==> src/hw/dcd_pkg.sv <==
package dcd_pkg;
  // ************************************
  // register map
  // ************************************
  localparam logic [31:0] DATA_CH0_ADDR = 32'h040000A0;
  localparam logic [31:0] DATA_CH1_ADDR = 32'h040000A2;
  localparam logic [31:0] CONTROL_ADDR = 32'h040000A4;
  localparam logic [31:0] ALT_BASE = 32'hA0000000;
  localparam logic [31:0] ALT_MASK = 32'hF0000000;
  localparam logic [7:0] DATA_RESET = 8'h00;
  localparam logic [7:0] CONTROL_RESET = 8'h1F;
  localparam logic [7:0] CONTROL_RSVD = 8'h1F;
  localparam int OE1_BIT = 7;
  localparam int OE0_BIT = 6;
  localparam int JOINT_BIT = 5;
  // ************************************
  // timing
  // ************************************
  localparam int CONV_TIME_NS = 10000;
  localparam int CLK_PERIOD_NS = 20;
  localparam int CONV_CYCLES = CONV_TIME_NS / CLK_PERIOD_NS;
  localparam logic [9:0] CONV_CYC = 10'(CONV_CYCLES);

  typedef struct packed {
    logic [9:0] cnt;
    logic busy;
  } dcd_conv_t;

  typedef struct packed {
    logic [7:0] data0;
    logic [7:0] data1;
    logic oe0;
    logic oe1;
    logic joint;
    dcd_conv_t [1:0] conv;
    logic [1:0] run;
    logic [1:0] pin_oe;
    logic [7:0] level0;
    logic [7:0] level1;
    logic [7:0] rdata;
    logic bias;
  } dcd_state_t;
endpackage

==> src/hw/dcd_top.sv <==
`timescale 1ns/1ns
// What this block does
// - two 8-bit read/write data registers, one per channel, reset to zero
// - control register resets to 1F, enables clear, low bits set
// - control bits 4 to 0 are read-only and always read as one
// - control bit 7 enables channel-1 conversion and its output pin
// - control bit 6 enables channel-0 conversion and its output pin
// - joint enable clear: each channel follows its own enable bit
// - both enables, or joint plus one enable, run both channels
// - both enables clear stops both channels whatever joint says
// - enabled channel converts continuously; new data restarts conversion at once
// - output level is code over 256 times analog supply
// - result appears within the maximum conversion time after enable or change
// - last result held until data changes or enable clears
// - enable set makes pin an output; cleared releases its driver
// - in standby with conversion on, output held and converter powered
// - joint enable set keeps converters biased even with all starts clear
// - registers also decoded at the untranslated alternate address range
// - adc start bit is the converter start bit from the a/d control
module dcd_top (
  input wire logic mclk_i,
  input wire logic rst_i,
  input wire logic [31:0] addr_i,
  input wire logic wr_i,
  input wire logic rd_i,
  input wire logic [7:0] wdata_i,
  input wire logic standby_i,
  input wire logic adc_start_bit_i,
  output logic [7:0] rdata_o,
  output logic [7:0] level0_o,
  output logic [7:0] level1_o,
  output logic analog_out_pin0_oe_o,
  output logic analog_out_pin1_oe_o,
  output logic [1:0] conv_busy_o,
  output logic analog_bias_o
);
  dcd_pkg::dcd_state_t st_ff;
  dcd_pkg::dcd_state_t nxt_st;
  logic [31:0] phys;
  logic hit0;
  logic hit1;
  logic hitc;
  logic [1:0] en;
  logic [1:0] dchg;
  logic [7:0] ctrl_rd;

  // ************************************
  // address decode
  // ************************************
  // alternate range folds onto the physical one
  always_comb begin
    phys = addr_i;
    if ((addr_i & dcd_pkg::ALT_MASK) == dcd_pkg::ALT_BASE) begin
      phys = addr_i & ~dcd_pkg::ALT_MASK;
    end
  end
  assign hit0 = (phys == dcd_pkg::DATA_CH0_ADDR);
  assign hit1 = (phys == dcd_pkg::DATA_CH1_ADDR);
  assign hitc = (phys == dcd_pkg::CONTROL_ADDR);

  // control read view, reserved bits forced to one
  assign ctrl_rd = {st_ff.oe1, st_ff.oe0, st_ff.joint, 5'h00} | dcd_pkg::CONTROL_RSVD;

  // ************************************
  // next state
  // ************************************
  always_comb begin
    nxt_st = st_ff;
    // register writes
    if (wr_i && hit0) begin
      nxt_st.data0 = wdata_i;
    end
    if (wr_i && hit1) begin
      nxt_st.data1 = wdata_i;
    end
    // low bits of the write are dropped
    if (wr_i && hitc) begin
      nxt_st.oe1 = wdata_i[dcd_pkg::OE1_BIT];
      nxt_st.oe0 = wdata_i[dcd_pkg::OE0_BIT];
      nxt_st.joint = wdata_i[dcd_pkg::JOINT_BIT];
    end
    // read data; unmapped addresses read zero
    nxt_st.rdata = 8'h00;
    if (rd_i && hit0) begin
      nxt_st.rdata = st_ff.data0;
    end else if (rd_i && hit1) begin
      nxt_st.rdata = st_ff.data1;
    end else if (rd_i && hitc) begin
      nxt_st.rdata = ctrl_rd;
    end
    // per-channel conversion state
    for (int i = 0; i < 2; i++) begin
      nxt_st.run[i] = en[i];
      // a fresh enable or data change restarts the settling window
      if (en[i] && (!st_ff.run[i] || dchg[i])) begin
        nxt_st.conv[i].busy = 1'b1;
        nxt_st.conv[i].cnt = 10'h000;
      end else if (!en[i]) begin
        nxt_st.conv[i].busy = 1'b0;
        nxt_st.conv[i].cnt = 10'h000;
      end else if (st_ff.conv[i].busy) begin
        nxt_st.conv[i].cnt = st_ff.conv[i].cnt + 10'h001;
        if (st_ff.conv[i].cnt == dcd_pkg::CONV_CYC - 10'h002) begin
          nxt_st.conv[i].busy = 1'b0;
        end
      end
    end
    // pin direction follows its own enable bit only
    nxt_st.pin_oe = {nxt_st.oe1, nxt_st.oe0};
    // level = code/256 of supply: code passed as-is to the analog stage
    // held in standby and while data unchanged
    if (en[0] && !standby_i) begin
      nxt_st.level0 = st_ff.data0;
    end
    if (en[1] && !standby_i) begin
      nxt_st.level1 = st_ff.data1;
    end
    // bias stays on with joint enable even if nothing runs
    nxt_st.bias = st_ff.joint | (|en) | adc_start_bit_i;
  end

  // channel enables from the control combination
  always_comb begin
    en = 2'h0;
    if (st_ff.oe0 && st_ff.oe1) begin
      en = 2'h3;
    end else if (st_ff.joint && (st_ff.oe0 || st_ff.oe1)) begin
      en = 2'h3;
    end else begin
      en = {st_ff.oe1, st_ff.oe0};
    end
  end

  // data change seen one cycle after the write
  always_comb begin
    dchg[0] = (st_ff.level0 != st_ff.data0);
    dchg[1] = (st_ff.level1 != st_ff.data1);
  end

  // ************************************
  // state register
  // ************************************
  always_ff @(posedge mclk_i or posedge rst_i) begin
    if (rst_i) begin
      st_ff <= '0;
      st_ff.data0 <= dcd_pkg::DATA_RESET;
      st_ff.data1 <= dcd_pkg::DATA_RESET;
      // enables take the reset pattern; the reserved ones come from the read view
      st_ff.oe1 <= dcd_pkg::CONTROL_RESET[dcd_pkg::OE1_BIT];
      st_ff.oe0 <= dcd_pkg::CONTROL_RESET[dcd_pkg::OE0_BIT];
      st_ff.joint <= dcd_pkg::CONTROL_RESET[dcd_pkg::JOINT_BIT];
    end else begin
      st_ff <= nxt_st;
    end
  end

  // outputs straight from flip-flops
  assign rdata_o = st_ff.rdata;
  assign level0_o = st_ff.level0;
  assign level1_o = st_ff.level1;
  assign analog_out_pin0_oe_o = st_ff.pin_oe[0];
  assign analog_out_pin1_oe_o = st_ff.pin_oe[1];
  assign conv_busy_o = {st_ff.conv[1].busy, st_ff.conv[0].busy};
  assign analog_bias_o = st_ff.bias;

  // ************************************
  // assertions
  // ************************************
  a_ctrl_reserved_ones: assert property (@(posedge mclk_i) disable iff (rst_i)
    (rd_i && hitc) |=> rdata_o[4:0] == 5'h1F) else $error("reserved bits not one");
  a_ctrl_readback: assert property (@(posedge mclk_i) disable iff (rst_i)
    (wr_i && hitc) ##1 (rd_i && hitc && !wr_i) |=> rdata_o[7:5] == $past(wdata_i[7:5], 2))
    else $error("control readback mismatch");
  a_data_readback: assert property (@(posedge mclk_i) disable iff (rst_i)
    (wr_i && hit0) ##1 (rd_i && hit0 && !wr_i) |=> rdata_o == $past(wdata_i, 2))
    else $error("data0 readback mismatch");
  a_both_off: assert property (@(posedge mclk_i) disable iff (rst_i)
    (!st_ff.oe0 && !st_ff.oe1) |=> conv_busy_o == 2'b00) else $error("converter ran with both off");
  a_joint_both: assert property (@(posedge mclk_i) disable iff (rst_i)
    (st_ff.joint && st_ff.oe0 && !st_ff.run[1]) |=> st_ff.run[1]) else $error("joint did not start ch1");
  a_indep_off: assert property (@(posedge mclk_i) disable iff (rst_i)
    (!st_ff.joint && st_ff.oe0 && !st_ff.oe1) |=> !st_ff.run[1]) else $error("ch1 ran alone");
  a_pin_dir: assert property (@(posedge mclk_i) disable iff (rst_i)
    (wr_i && hitc) |=> analog_out_pin1_oe_o == $past(wdata_i[7]) &&
    analog_out_pin0_oe_o == $past(wdata_i[6])) else $error("pin direction wrong");
  a_conv_bound: assert property (@(posedge mclk_i) disable iff (rst_i)
    conv_busy_o[0] |-> st_ff.conv[0].cnt < dcd_pkg::CONV_CYC - 10'h001)
    else $error("conversion window too long");
  a_standby_hold: assert property (@(posedge mclk_i) disable iff (rst_i)
    standby_i |=> $stable(level0_o) && $stable(level1_o)) else $error("output moved in standby");
  a_joint_bias: assert property (@(posedge mclk_i) disable iff (rst_i)
    st_ff.joint |=> analog_bias_o) else $error("bias dropped with joint set");

  // ************************************
  // register contents
  // ************************************
  // both data registers come out of reset cleared
  a_reset_data: assert property (@(posedge mclk_i) disable iff (rst_i)
    $fell(rst_i) |-> st_ff.data0 == dcd_pkg::DATA_RESET && st_ff.data1 == dcd_pkg::DATA_RESET)
    else $error("data not cleared by reset");
  // control shows its reset pattern on the first edge out of reset
  a_reset_ctrl: assert property (@(posedge mclk_i) disable iff (rst_i)
    $fell(rst_i) |-> ctrl_rd == dcd_pkg::CONTROL_RESET)
    else $error("control not at reset pattern");
  // registers move only on a decoded write, so stray strobes cannot corrupt them
  a_data0_keep: assert property (@(posedge mclk_i) disable iff (rst_i)
    !(wr_i && hit0) |=> $stable(st_ff.data0))
    else $error("data0 changed without write");
  a_data1_keep: assert property (@(posedge mclk_i) disable iff (rst_i)
    !(wr_i && hit1) |=> $stable(st_ff.data1))
    else $error("data1 changed without write");
  a_ctrl_keep: assert property (@(posedge mclk_i) disable iff (rst_i)
    !(wr_i && hitc) |=> $stable(ctrl_rd))
    else $error("control changed without write");
  // read paths of channel 1 and of control
  a_read_data1: assert property (@(posedge mclk_i) disable iff (rst_i)
    (rd_i && hit1) |=> rdata_o == $past(st_ff.data1))
    else $error("data1 read wrong");
  a_read_ctrl: assert property (@(posedge mclk_i) disable iff (rst_i)
    (rd_i && hitc) |=> rdata_o == $past(ctrl_rd))
    else $error("control read wrong");
  // write then read on the next edge returns the new channel-1 code
  a_data1_readback: assert property (@(posedge mclk_i) disable iff (rst_i)
    (wr_i && hit1) ##1 (rd_i && hit1 && !wr_i) |=> rdata_o == $past(wdata_i, 2))
    else $error("data1 readback mismatch");
  // the untranslated window reaches the same control bits
  a_alt_ctrl: assert property (@(posedge mclk_i) disable iff (rst_i)
    (wr_i && addr_i == (dcd_pkg::CONTROL_ADDR | dcd_pkg::ALT_BASE)) |=>
    ctrl_rd[7:5] == $past(wdata_i[7:5]))
    else $error("alternate control write lost");

  // ************************************
  // channel enables
  // ************************************
  // each own enable bit alone is enough to run its channel
  a_oe1_run: assert property (@(posedge mclk_i) disable iff (rst_i)
    st_ff.oe1 |=> st_ff.run[1])
    else $error("ch1 not running with its enable");
  a_oe0_run: assert property (@(posedge mclk_i) disable iff (rst_i)
    st_ff.oe0 |=> st_ff.run[0])
    else $error("ch0 not running with its enable");
  a_indep_ch0: assert property (@(posedge mclk_i) disable iff (rst_i)
    (!st_ff.joint && !st_ff.oe0 && st_ff.oe1) |=> !st_ff.run[0])
    else $error("ch0 ran alone");
  // joint widening, the both-on case and the both-off case
  a_both_on: assert property (@(posedge mclk_i) disable iff (rst_i)
    (st_ff.oe0 && st_ff.oe1) |=> st_ff.run == 2'h3)
    else $error("both enables did not run both");
  a_joint_ch0: assert property (@(posedge mclk_i) disable iff (rst_i)
    (st_ff.joint && st_ff.oe1 && !st_ff.oe0) |=> st_ff.run[0])
    else $error("joint did not start ch0");
  a_both_off_run: assert property (@(posedge mclk_i) disable iff (rst_i)
    (!st_ff.oe0 && !st_ff.oe1) |=> st_ff.run == 2'h0)
    else $error("channel ran with both off");

  // ************************************
  // conversion and output level
  // ************************************
  // a data change restarts the window at once, even mid-conversion
  a_restart_ch0: assert property (@(posedge mclk_i) disable iff (rst_i)
    (en[0] && dchg[0]) |=> conv_busy_o[0] && st_ff.conv[0].cnt == 10'h000)
    else $error("ch0 did not restart");
  a_restart_ch1: assert property (@(posedge mclk_i) disable iff (rst_i)
    (en[1] && dchg[1]) |=> conv_busy_o[1] && st_ff.conv[1].cnt == 10'h000)
    else $error("ch1 did not restart");
  a_enable_start: assert property (@(posedge mclk_i) disable iff (rst_i)
    (en[0] && !st_ff.run[0]) |=> conv_busy_o[0])
    else $error("ch0 enable did not start conversion");
  // level follows the code one edge later while running and awake
  a_level_track0: assert property (@(posedge mclk_i) disable iff (rst_i)
    (en[0] && !standby_i) |=> level0_o == $past(st_ff.data0))
    else $error("level0 does not follow data");
  a_level_track1: assert property (@(posedge mclk_i) disable iff (rst_i)
    (en[1] && !standby_i) |=> level1_o == $past(st_ff.data1))
    else $error("level1 does not follow data");
  // unchanged data keeps the last result on the pin
  a_level_hold0: assert property (@(posedge mclk_i) disable iff (rst_i)
    (en[0] && !dchg[0]) |=> $stable(level0_o))
    else $error("level0 moved without data change");
  a_level_hold1: assert property (@(posedge mclk_i) disable iff (rst_i)
    (en[1] && !dchg[1]) |=> $stable(level1_o))
    else $error("level1 moved without data change");
  // window never outlasts the conversion count and ends one cycle short of it
  a_conv_bound_ch1: assert property (@(posedge mclk_i) disable iff (rst_i)
    conv_busy_o[1] |-> st_ff.conv[1].cnt < dcd_pkg::CONV_CYC - 10'h001)
    else $error("ch1 conversion window too long");
  a_conv_end_ch0: assert property (@(posedge mclk_i) disable iff (rst_i)
    (conv_busy_o[0] && en[0] && !dchg[0] && st_ff.conv[0].cnt == dcd_pkg::CONV_CYC - 10'h002)
    |=> !conv_busy_o[0])
    else $error("ch0 conversion did not end");
  a_conv_end_ch1: assert property (@(posedge mclk_i) disable iff (rst_i)
    (conv_busy_o[1] && en[1] && !dchg[1] && st_ff.conv[1].cnt == dcd_pkg::CONV_CYC - 10'h002)
    |=> !conv_busy_o[1])
    else $error("ch1 conversion did not end");

  // ************************************
  // pins and power
  // ************************************
  // clearing the enable releases the driver in the same edge
  a_pin_release: assert property (@(posedge mclk_i) disable iff (rst_i)
    $fell(st_ff.oe0) |-> !analog_out_pin0_oe_o)
    else $error("pin0 driver not released");
  a_standby_power: assert property (@(posedge mclk_i) disable iff (rst_i)
    (standby_i && |en) |=> analog_bias_o)
    else $error("converter unpowered in standby");
  a_bias_adc: assert property (@(posedge mclk_i) disable iff (rst_i)
    adc_start_bit_i |=> analog_bias_o)
    else $error("bias dropped with a/d start set");
  c_ch0_conv: cover property (@(posedge mclk_i) disable iff (rst_i) $fell(conv_busy_o[0]));
  c_ch1_conv: cover property (@(posedge mclk_i) disable iff (rst_i) $fell(conv_busy_o[1]));
  c_joint_pair: cover property (@(posedge mclk_i) disable iff (rst_i) st_ff.joint && st_ff.oe1 && !st_ff.oe0);
  c_standby_run: cover property (@(posedge mclk_i) disable iff (rst_i) standby_i && st_ff.run[0]);
  c_alt_access: cover property (@(posedge mclk_i) disable iff (rst_i) wr_i && hitc && addr_i[31]);

endmodule // dcd_top

==> config.mk <==
export PLATFORM = sky130hd
export DESIGN_NAME = dcd_top
export DESIGN_NICKNAME = d
export VERILOG_FILES = /design/src/hw/dcd_pkg.sv /design/src/hw/dcd_top.sv
export SDC_FILE = /design/constraint.sdc
export NUM_CORES = 1
export LEC_CHECK = 0
export BUFFER_PORTS_ARGS = -buffer_cell sky130_fd_sc_hd__buf_2
export CAP_MARGIN = 20
export CORE_AREA = 2 2 96 98
export DETAILED_ROUTE_END_ITERATION = 8
export DIE_AREA = 0 0 98 100
export GPL_TIMING_DRIVEN = 0
export HOLD_SLACK_MARGIN = 0.08
export PLACE_DENSITY_LB_ADDON = 0.1
export SKIP_CTS_REPAIR_TIMING = 1
export SLEW_MARGIN = 10
export SYNTH_ARGS = -nofsm -noshare
export SYNTH_HDL_FRONTEND = slang
export SYNTH_SLANG_ARGS = --single-unit
==> constraint.sdc <==
create_clock -name mclk_i -period 2.15 [get_ports mclk_i]
set_input_delay 0.3225 -clock mclk_i [delete_from_list [all_inputs] [get_ports mclk_i]]
set_output_delay 0.3225 -clock mclk_i [all_outputs]
set_load 0.1 [all_outputs]
==> flow_summary.ini, run 1 <==
[setup_path]
cp_data_required_time_ns = 2.37
reg2reg_from = st_ff[61]$_DFFE_PP0P_
reg2reg_to = st_ff[42]$_DFFE_PP0P_
cp.buffers_inverters = 2
path_cells = buf_2 -> or4_4 -> or3_4 -> or4_4 -> buf_8 -> mux2_4
crit_fanout = 8
slowest_stage = or4_4
ff2ff_setup_slack_ns = 0.25
rr_worst_depth = 5
cp-end-kind = register
worstSetupPathType = in -> reg
crit_top_cell = or4_4
cp_slowest_stage_delay_ns = 0.53
cp_top_family = simple AND/OR/NAND/NOR gates
worstPathArrival_ns = 2.31
start_kind = input port

[timing]
rsz0062_at_grt = false
slew_viol_final = 0
slew_headroom = 0.548
period_minus_slack_ns = 2.08
period_share = 0.968
finalSetupViolations = 0
hold_viol_final = 0
max_freq_mhz = 480
worst_pin_slew_ns = 0.675
finClkSkew_ns = 0.0120

[drt]
detail_route.wl_per_cell_um = 13.9
first_pass_iters = 4
drt-total-wl_mm = 6.96
drt_iter0_drc = 38
vias_per_cell = 4.81
routed-via-count = 2409
ant_nets = 0
drt_drc_violations_left = 0

[place]
hpwl_mm = 5.17
placed_area_mm2 = 0.00396
portBuffers = 74
place_congestion = 0.768

[floorplan]
die_h_um = 100
coreArea_mm2 = 0.00889
io-pin-count = 75
initial_utilization = 0.383
die_area_mm2 = 0.00980
num_rows = 35
dieWidth_um = 98

[synthesis]
synth_cell_types = 34
syn-cell-area_mm2 = 0.00340
syn-num-nets = 347
ys_seq_elements = 68
syn_inst = 297
yosys_warnings = 0
seq_area_frac_synth = 0.500
synth.avg_cell_area_um2 = 11.5

[pwr]
p_total_mw = 2.34
p_leak_nw = 2.04
ir_worst_vdd_mv = 0.204
power_density_mw_per_mm2 = 563

[worst_hold_path]
min_from = adc_start_bit_i
holdPathStages = 2
holdPathEnd = analog_bias_o$_DFF_PP0_
min_path_type = in -> reg

[global_routing]
grt_use_total = 0.151
grt_start_max_net_pins = 36
grt_first_pass_wirelength_mm = 11.5
antenna_found_initial = 0
grt_pass1_vias = 2318
overflow = 0

[clocking]
clock_latency_ns = 0.34
clk_path_buf_depth = 2
cts_tree = done
cts_sinks = 68
root_buffer = clkbuf_8
cts_made_buffers = 9
cts_max_level = 3
clk_pin_slew_worst_paths_ns = 0.07

[final_layout]
mostFrequentLayoutCells = buf_2 (74), dfrtp_1 (66), nor2_1 (36), buf_4 (27), xnor2_1 (26)
final_common_cell = buf_2
finalInstanceArea_mm2 = 0.00415
final_nets = 435
synthToLayoutAreaGrowth_pct = 22.1
multi_input_area_mm2 = 0.00148
drive_above_1_share = 0.413
fillers = 872
regArea_mm2 = 0.00170
antennaDiodeCount = 0

[job]
drv_cap = 0

[status]
status = finished clean
[worst max-delay path by stage]
stage / from / to / slack (ns) / cells past startpoint
2_1_floorplan: addr_i[19] / st_ff[62]$_DFFE_PP0P_ / -0.13 / 5
3_3_place_gp: rst_i / ctrl_rd[7]$_DFFE_PP0P_ / -1.12 / 2
3_5_place_dp: addr_i[17] / st_ff[61]$_DFFE_PP0P_ / -0.38 / 5
4_1_cts: addr_i[17] / st_ff[57]$_DFFE_PP0P_ / -0.009 / 5
5_1_grt: addr_i[8] / st_ff[63]$_DFFE_PP0P_ / 0.05 / 6
6_report: addr_i[19] / st_ff[63]$_DFFE_PP0P_ / 0.07 / 6
[final cells by class]
| class | instances | share of cell area |
|---|---|---|
| Multi-Input combinational cell | 191 | 0.355 |
| Timing Repair Buffer | 77 | 0.0982 |
| Sequential cell | 68 | 0.410 |
| Tap cell | 111 | 0.0334 |
| Inverter | 6 | 0.00602 |
| Clock inverter | 2 | 0.00241 |
| Buffer | 32 | 0.0551 |
| Clock buffer | 14 | 0.0392 |
[where the power goes]
| part | leakage [nW] | internal, mW | switching [mW] |
|---|---|---|---|
| sequential | 0.945 | 1.28 | 0.000175 |
| clock | 0.0905 | 0.480 | 0.464 |
| combinational | 1.00 | 0.0471 | 0.0679 |
[logic make-up after synthesis]
group | count (synthesis) | synth area share
adder cells (fa/ha/maj) | 4 | 0.0147
flip-flops | 68 | 0.500
XOR/XNOR | 35 | 0.0901
buffers and inverters | 38 | 0.0728
AND/OR/NAND/NOR | 99 | 0.160
AO/OA/AOI/OAI | 15 | 0.0287
multiplexers | 38 | 0.134
[worst register-to-register path, delay by kind of cell (launching register included)]
kind / cells / cell delay, ns
AOI/OAI and AO/OA: 1 / 0.26
buffers and inverters: 1 / 0.26
and+or+nand+nor: 2 / 0.68
xor gates and xnor gates: 1 / 0.18
DFF: 1 / 0.42
[flip-flops by register name, indices dropped and copies added, names as in the netlist]
signal / flops
level0_o: 8
rdata_o: 8
level1_o: 8
st_ff: 38
analog_bias_o: 1
ctrl_rd: 2
conv_busy_o: 2
analog_out_pin0_oe_o: 1
[synth_stat cells, drive strengths merged]
| cell type | n | share of area |
|---|---|---|
| a2111oi | 1 | 0.0026 |
| a211oi | 6 | 0.013 |
| a21oi | 6 | 0.0088 |
| a2bb2oi | 1 | 0.0026 |
| and3 | 1 | 0.0018 |
| and4 | 3 | 0.0077 |
| buf | 28 | 0.062 |
| clkbuf | 4 | 0.0044 |
| dfrtp | 68 | 0.50 |
| ha | 4 | 0.015 |
| inv | 6 | 0.0066 |
| mux2 | 35 | 0.12 |
| mux2i | 3 | 0.0088 |
| nand2 | 9 | 0.0099 |
| nand2b | 4 | 0.0074 |
| nand3 | 8 | 0.012 |
| nand3b | 1 | 0.0022 |
| nand4 | 9 | 0.017 |
| nor2 | 36 | 0.040 |
| nor2b | 2 | 0.0037 |
| nor3 | 9 | 0.013 |
| nor4 | 4 | 0.012 |
| nor4b | 3 | 0.0077 |
| o21ai | 1 | 0.0015 |
| or3 | 2 | 0.0066 |
| or4 | 7 | 0.017 |
| or4b | 1 | 0.0029 |
| xnor2 | 26 | 0.067 |
| xor2 | 9 | 0.023 |
[per-stage QoR]
step / cells / util / setup slack, ns / hold slack (ns) / TNS [ns]
floorplan: 297 / - / -0.133 / 0.429 / -2.10
global placement: 482 / 0.443 / -1.12 / 0.525 / -66.90
detailed placement: 483 / 0.445 / -0.375 / 0.381 / -5.98
CTS: 499 / 0.465 / -0.00904 / 0.00546 / -0.0367
global route: 501 / 0.467 / 0.0548 / 0.186 / 0
finish: 501 / 0.467 / 0.0680 / 0.190 / 0
[per-layer routing]
metal  GRT usage  up-vias  wire length (µm)
li1            -     1181                 -
met1       0.193     1146              3090
met4      0.0705        0               118
met2       0.245       71              3380
met5           0        -                 0
met3      0.0327       11               378
No activity file was read; power rests on OpenSTA's default activity.
==> run 2: changes to the inputs <==
clock period = 2.4 ns   (was 2.15 ns; I/O delays follow)
==> run 2 against run 1 <==
  * Utilization rose by 0.24 points
  * Total power fell by 1.3%
  * Flip-flop and latch count did not move
  * Sequential share of layout area fell by 0.27 points
  * Hold slack improved by 0.016 ns
  * Critical path depth fell by 1
  * Cell count fell by 0.20%
  * Clock power rose by 12%
  * Via count fell by 0.46%
  * Critical path type unchanged
==> flow_summary.ini, run 2 (synthesis gave the netlist of run 1 again) <==
[global_routing]
grt_use_total = 0.153
grt_start_max_net_pins = 58
overflow = 0
grt_pass1_vias = 2378
antenna_found_initial = 0
grt_first_pass_wirelength_mm = 11.6

[setup_path]
worstSetupPathType = in -> reg
worstPathArrival_ns = 2.39
rr_worst_depth = 5
cp_top_family = simple AND/OR/NAND/NOR gates
crit_fanout = 3
reg2reg_from = st_ff[61]$_DFFE_PP0P_
cp_slowest_stage_delay_ns = 0.56
reg2reg_to = st_ff[42]$_DFFE_PP0P_
path_cells = buf_2 -> or4_1 -> or3_4 -> nor4_1 -> mux2_2
cp-end-kind = register
start_kind = input port
ff2ff_setup_slack_ns = 0.50
cp_data_required_time_ns = 2.63
cp.buffers_inverters = 1
slowest_stage = nor4_1

[clocking]
cts_max_level = 3
clk_path_buf_depth = 2
cts_made_buffers = 9
clock_latency_ns = 0.34
clk_pin_slew_worst_paths_ns = 0.08
cts_sinks = 68
cts_tree = done
root_buffer = clkbuf_8

[timing]
finalSetupViolations = 0
worst_pin_slew_ns = 0.676
rsz0062_at_grt = false
slew_headroom = 0.548
max_freq_mhz = 462
finClkSkew_ns = 0.0113
hold_viol_final = 0
period_share = 0.901
period_minus_slack_ns = 2.16
slew_viol_final = 0

[final_layout]
top_register = st_ff
finalInstanceArea_mm2 = 0.00418
multi_input_area_mm2 = 0.00145
largest_register_ffs = 38
fillers = 887
final_nets = 434
synthToLayoutAreaGrowth_pct = 22.8
fin_util = 0.470
regArea_mm2 = 0.00170
mostFrequentLayoutCells = buf_2 (74), dfrtp_1 (68), nor2_1 (36), mux2_2 (27)
antennaDiodeCount = 0
drive_above_1_share = 0.406
final_common_cell = buf_2

[job]
drv_cap = 0

[floorplan]
dieWidth_um = 98
num_rows = 35
die_area_mm2 = 0.00980
die_h_um = 100
io-pin-count = 75
coreArea_mm2 = 0.00889
initial_utilization = 0.383

[place]
portBuffers = 74
hpwl_mm = 5.21
place_congestion = 0.779
placed_area_mm2 = 0.00394

[drt]
ant_nets = 0
drt_iter0_drc = 46
drt_drc_violations_left = 0
wl_met3_um = 304
first_pass_iters = 5
vias_per_cell = 4.80
routed-via-count = 2398
drt-total-wl_mm = 6.93
wl_met2_mm = 3.35
detail_route.wl_per_cell_um = 13.9
m1WireLength_mm = 3.15
dr.max_layer_used = met4

[status]
status = finished clean

[pwr]
p_leak_nw = 2.04
power_density_mw_per_mm2 = 553
ir_worst_vdd_mv = 0.228

[worst_hold_path]
min_path_type = in -> reg
holdPathEnd = analog_bias_o$_DFF_PP0_
holdPathStages = 2
min_from = adc_start_bit_i
## run 2: worst max-delay path by stage
stage / cells past startpoint / slack [ns] / startpoint / endpoint
finish: 5 / 0.24 / addr_i[17] / ctrl_rd[7]$_DFFE_PP0P_
global route: 5 / 0.16 / addr_i[17] / ctrl_rd[7]$_DFFE_PP0P_
CTS: 5 / 0.21 / addr_i[17] / ctrl_rd[7]$_DFFE_PP0P_
detailed placement: 5 / -0.14 / addr_i[17] / ctrl_rd[7]$_DFFE_PP0P_
global placement: 2 / -0.65 / rst_i / level1_o[7]$_DFFE_PP0P_
floorplan: 5 / 0.04 / addr_i[17] / st_ff[62]$_DFFE_PP0P_
## run 2: per-layer routing
| metal | track usage | vias to the layer above |
|---|---|---|
| met5 | 0 | - |
| met4 | 0.0673 | 0 |
| met3 | 0.0272 | 11 |
| met2 | 0.247 | 64 |
| met1 | 0.203 | 1139 |
| li1 | - | 1184 |
## run 2: power by group
part | switching (mW) | internal, mW | total (mW) | leakage (nW)
combinational | 0.0603 | 0.0426 | 0.103 | 0.990
clock | 0.448 | 0.611 | 1.06 | 0.105
sequential | 0.000284 | 1.15 | 1.15 | 0.948
## run 2: cell type report
class,instances,share of cell area
well taps,111,0.0333
plain buffers,32,0.0539
flip-flops and latches,68,0.408
inverters,6,0.00599
repair buffers,76,0.0977
clock buffers,10,0.0330
clock inverters,6,0.0210
multi-input cells,191,0.348
## run 2: worst register-to-register path, stage by stage, from the launching register on
cell,delay (ns)
dfrtp_1,0.42
xnor2_1,0.23
nand4_1,0.14
or4_1,0.52
clkbuf_1,0.24
a211oi_1,0.25
## run 2: stage by stage
step / setup WS (ns) / instances / setup TNS (ns) / hold slack, ns / power (mW)
floorplan: 0.0414 / 297 / 0 / 0.467 / 1.21
global placement: -0.655 / 482 / -46.56 / 0.524 / 1.27
detailed placement: -0.139 / 483 / -2.28 / 0.292 / 1.27
CTS: 0.214 / 499 / 0 / -0.0865 / 2.34
global route: 0.162 / 500 / 0 / 0.205 / 2.40
finish: 0.237 / 500 / 0 / 0.206 / 2.31
==> run 3: changes to the inputs <==
CTS_BUF_LIST = sky130_fd_sc_hd__clkbuf_16   (was default)
==> run 3 against run 2 <==
  * Global-route usage up 0.13 points
  * Hold slack better by 0.023 ns
  * Count of clock-buffer cells in the layout down 1
  * Fmax down 2.2%
  * Combinational power about the same
  * Cell count unchanged
  * Non-clock buffer count unchanged
  * First-iteration DRC count down 6.5%
  * Critical path depth unchanged
  * Final area up 2.2%
  * Utilization up 1.0 points
  * Largest power group is now the clock network
==> flow_summary.ini, run 3 (synthesis gave the netlist of run 1 again) <==
[floorplan]
io-pin-count = 75
dieWidth_um = 98
initial_utilization = 0.383
coreArea_mm2 = 0.00889
die_h_um = 100
num_rows = 35
die_area_mm2 = 0.00980

[setup_path]
start_kind = input port
rr_worst_depth = 5
cp_data_required_time_ns = 2.60
cp_top_family = simple AND/OR/NAND/NOR gates
cp.depth = 5
reg2reg_to = st_ff[42]$_DFFE_PP0P_
slowest_stage = nor4_1
cp_slowest_stage_delay_ns = 0.57
ff2ff_setup_slack_ns = 0.45
cp-end-kind = register
path_cells = buf_2 -> or4_1 -> or3_4 -> nor4_1 -> mux2_2
crit_fanout = 3
reg2reg_from = st_ff[61]$_DFFE_PP0P_
worstPathArrival_ns = 2.41
worstSetupPathType = in -> reg
cp.buffers_inverters = 1

[pwr]
ir_worst_vdd_mv = 0.418
power_density_mw_per_mm2 = 619
p_total_mw = 2.64
p_leak_nw = 2.08

[final_layout]
mostFrequentLayoutCells = buf_2 (74), dfrtp_1 (68), nor2_1 (36), mux2_2 (27)
synthToLayoutAreaGrowth_pct = 25.5
antennaDiodeCount = 0
top_register = st_ff
drive_above_1_share = 0.404
final_nets = 434
finalInstanceArea_mm2 = 0.00427
fillers = 871
largest_register_ffs = 38
final_common_cell = buf_2

[drt]
drt-total-wl_mm = 6.99
detail_route.wl_per_cell_um = 14.0
first_pass_iters = 4
ant_nets = 0
routed-via-count = 2400
drt_iter0_drc = 43
vias_per_cell = 4.80
drt_drc_violations_left = 0

[worst_hold_path]
holdPathEnd = analog_bias_o$_DFF_PP0_
holdPathStages = 2
min_path_type = in -> reg
min_from = adc_start_bit_i

[timing]
max_freq_mhz = 452
rsz0062_at_grt = false
period_minus_slack_ns = 2.21
finalSetupViolations = 0
slew_viol_final = 0
hold_viol_final = 0
worst_pin_slew_ns = 0.709
worst_slack_ns = 0.188
finClkSkew_ns = 0.00979
slew_headroom = 0.525
period_share = 0.922

[clocking]
clk_pin_slew_worst_paths_ns = 0.06
clk_path_buf_depth = 2
root_buffer = clkbuf_16
cts_sinks = 68
clock_latency_ns = 0.32
cts_tree = done
cts_made_buffers = 9
cts_max_level = 3

[place]
placed_area_mm2 = 0.00394
place_ws_ns = -0.139
place_congestion = 0.779
portBuffers = 74
hpwl_mm = 5.21

[global_routing]
grt_pass1_vias = 2386
grt_use_total = 0.154
overflow = 0
grt_start_max_net_pins = 58
antenna_found_initial = 0
grt_first_pass_wirelength_mm = 11.7

[job]
drv_cap = 0

[status]
status = finished clean
## run 3: layer usage
| layer | part of all wire | track usage | up-vias |
|---|---|---|---|
| met3 | 0.045 | 0.0376 | 2 |
| met1 | 0.46 | 0.203 | 1144 |
| met2 | 0.49 | 0.249 | 65 |
| li1 | - | - | 1189 |
| met5 | 0 | 0 | - |
| met4 | 0.0066 | 0.0545 | 0 |
## run 3: worst max-delay path by stage
stage                                         end  slack, ns        from
after floorplan             st_ff[62]$_DFFE_PP0P_       0.04  addr_i[17]
after global placement    level1_o[7]$_DFFE_PP0P_      -0.65       rst_i
after detailed placement   ctrl_rd[7]$_DFFE_PP0P_      -0.14  addr_i[17]
after CTS                  ctrl_rd[7]$_DFFE_PP0P_       0.19  addr_i[17]
after global routing       ctrl_rd[7]$_DFFE_PP0P_       0.14  addr_i[17]
final                      ctrl_rd[7]$_DFFE_PP0P_       0.19  addr_i[17]
## run 3: power by group
part | total [mW] | internal, mW | switching (mW) | leakage [nW]
combinational | 0.102 | 0.0426 | 0.0598 | 0.990
sequential | 1.15 | 1.15 | 0.000288 | 0.948
clock | 1.39 | 0.903 | 0.489 | 0.145
total | 2.64 | 2.09 | 0.549 | 2.08
## run 3: final cells by class
class	instances	area [µm²]	share of cell area
Tap cell	111	139	0.0326
Buffer	32	225	0.0528
Timing Repair Buffer	76	408	0.0956
Clock inverter	7	91.3	0.0214
Multi-Input combinational cell	191	1450	0.340
Sequential cell	68	1700	0.399
Clock buffer	9	225	0.0528
Inverter	6	25.0	0.00587
## run 3: per-stage QoR
stage	utilization	hold slack (ns)	TNS (ns)	std cells
floorplan	-	0.467	0	297
global placement	0.440	0.524	-46.56	482
global route	0.480	0.228	0	500
CTS	0.479	-0.0602	0	499
finish	0.480	0.229	0	500
detailed placement	0.443	0.292	-2.28	483
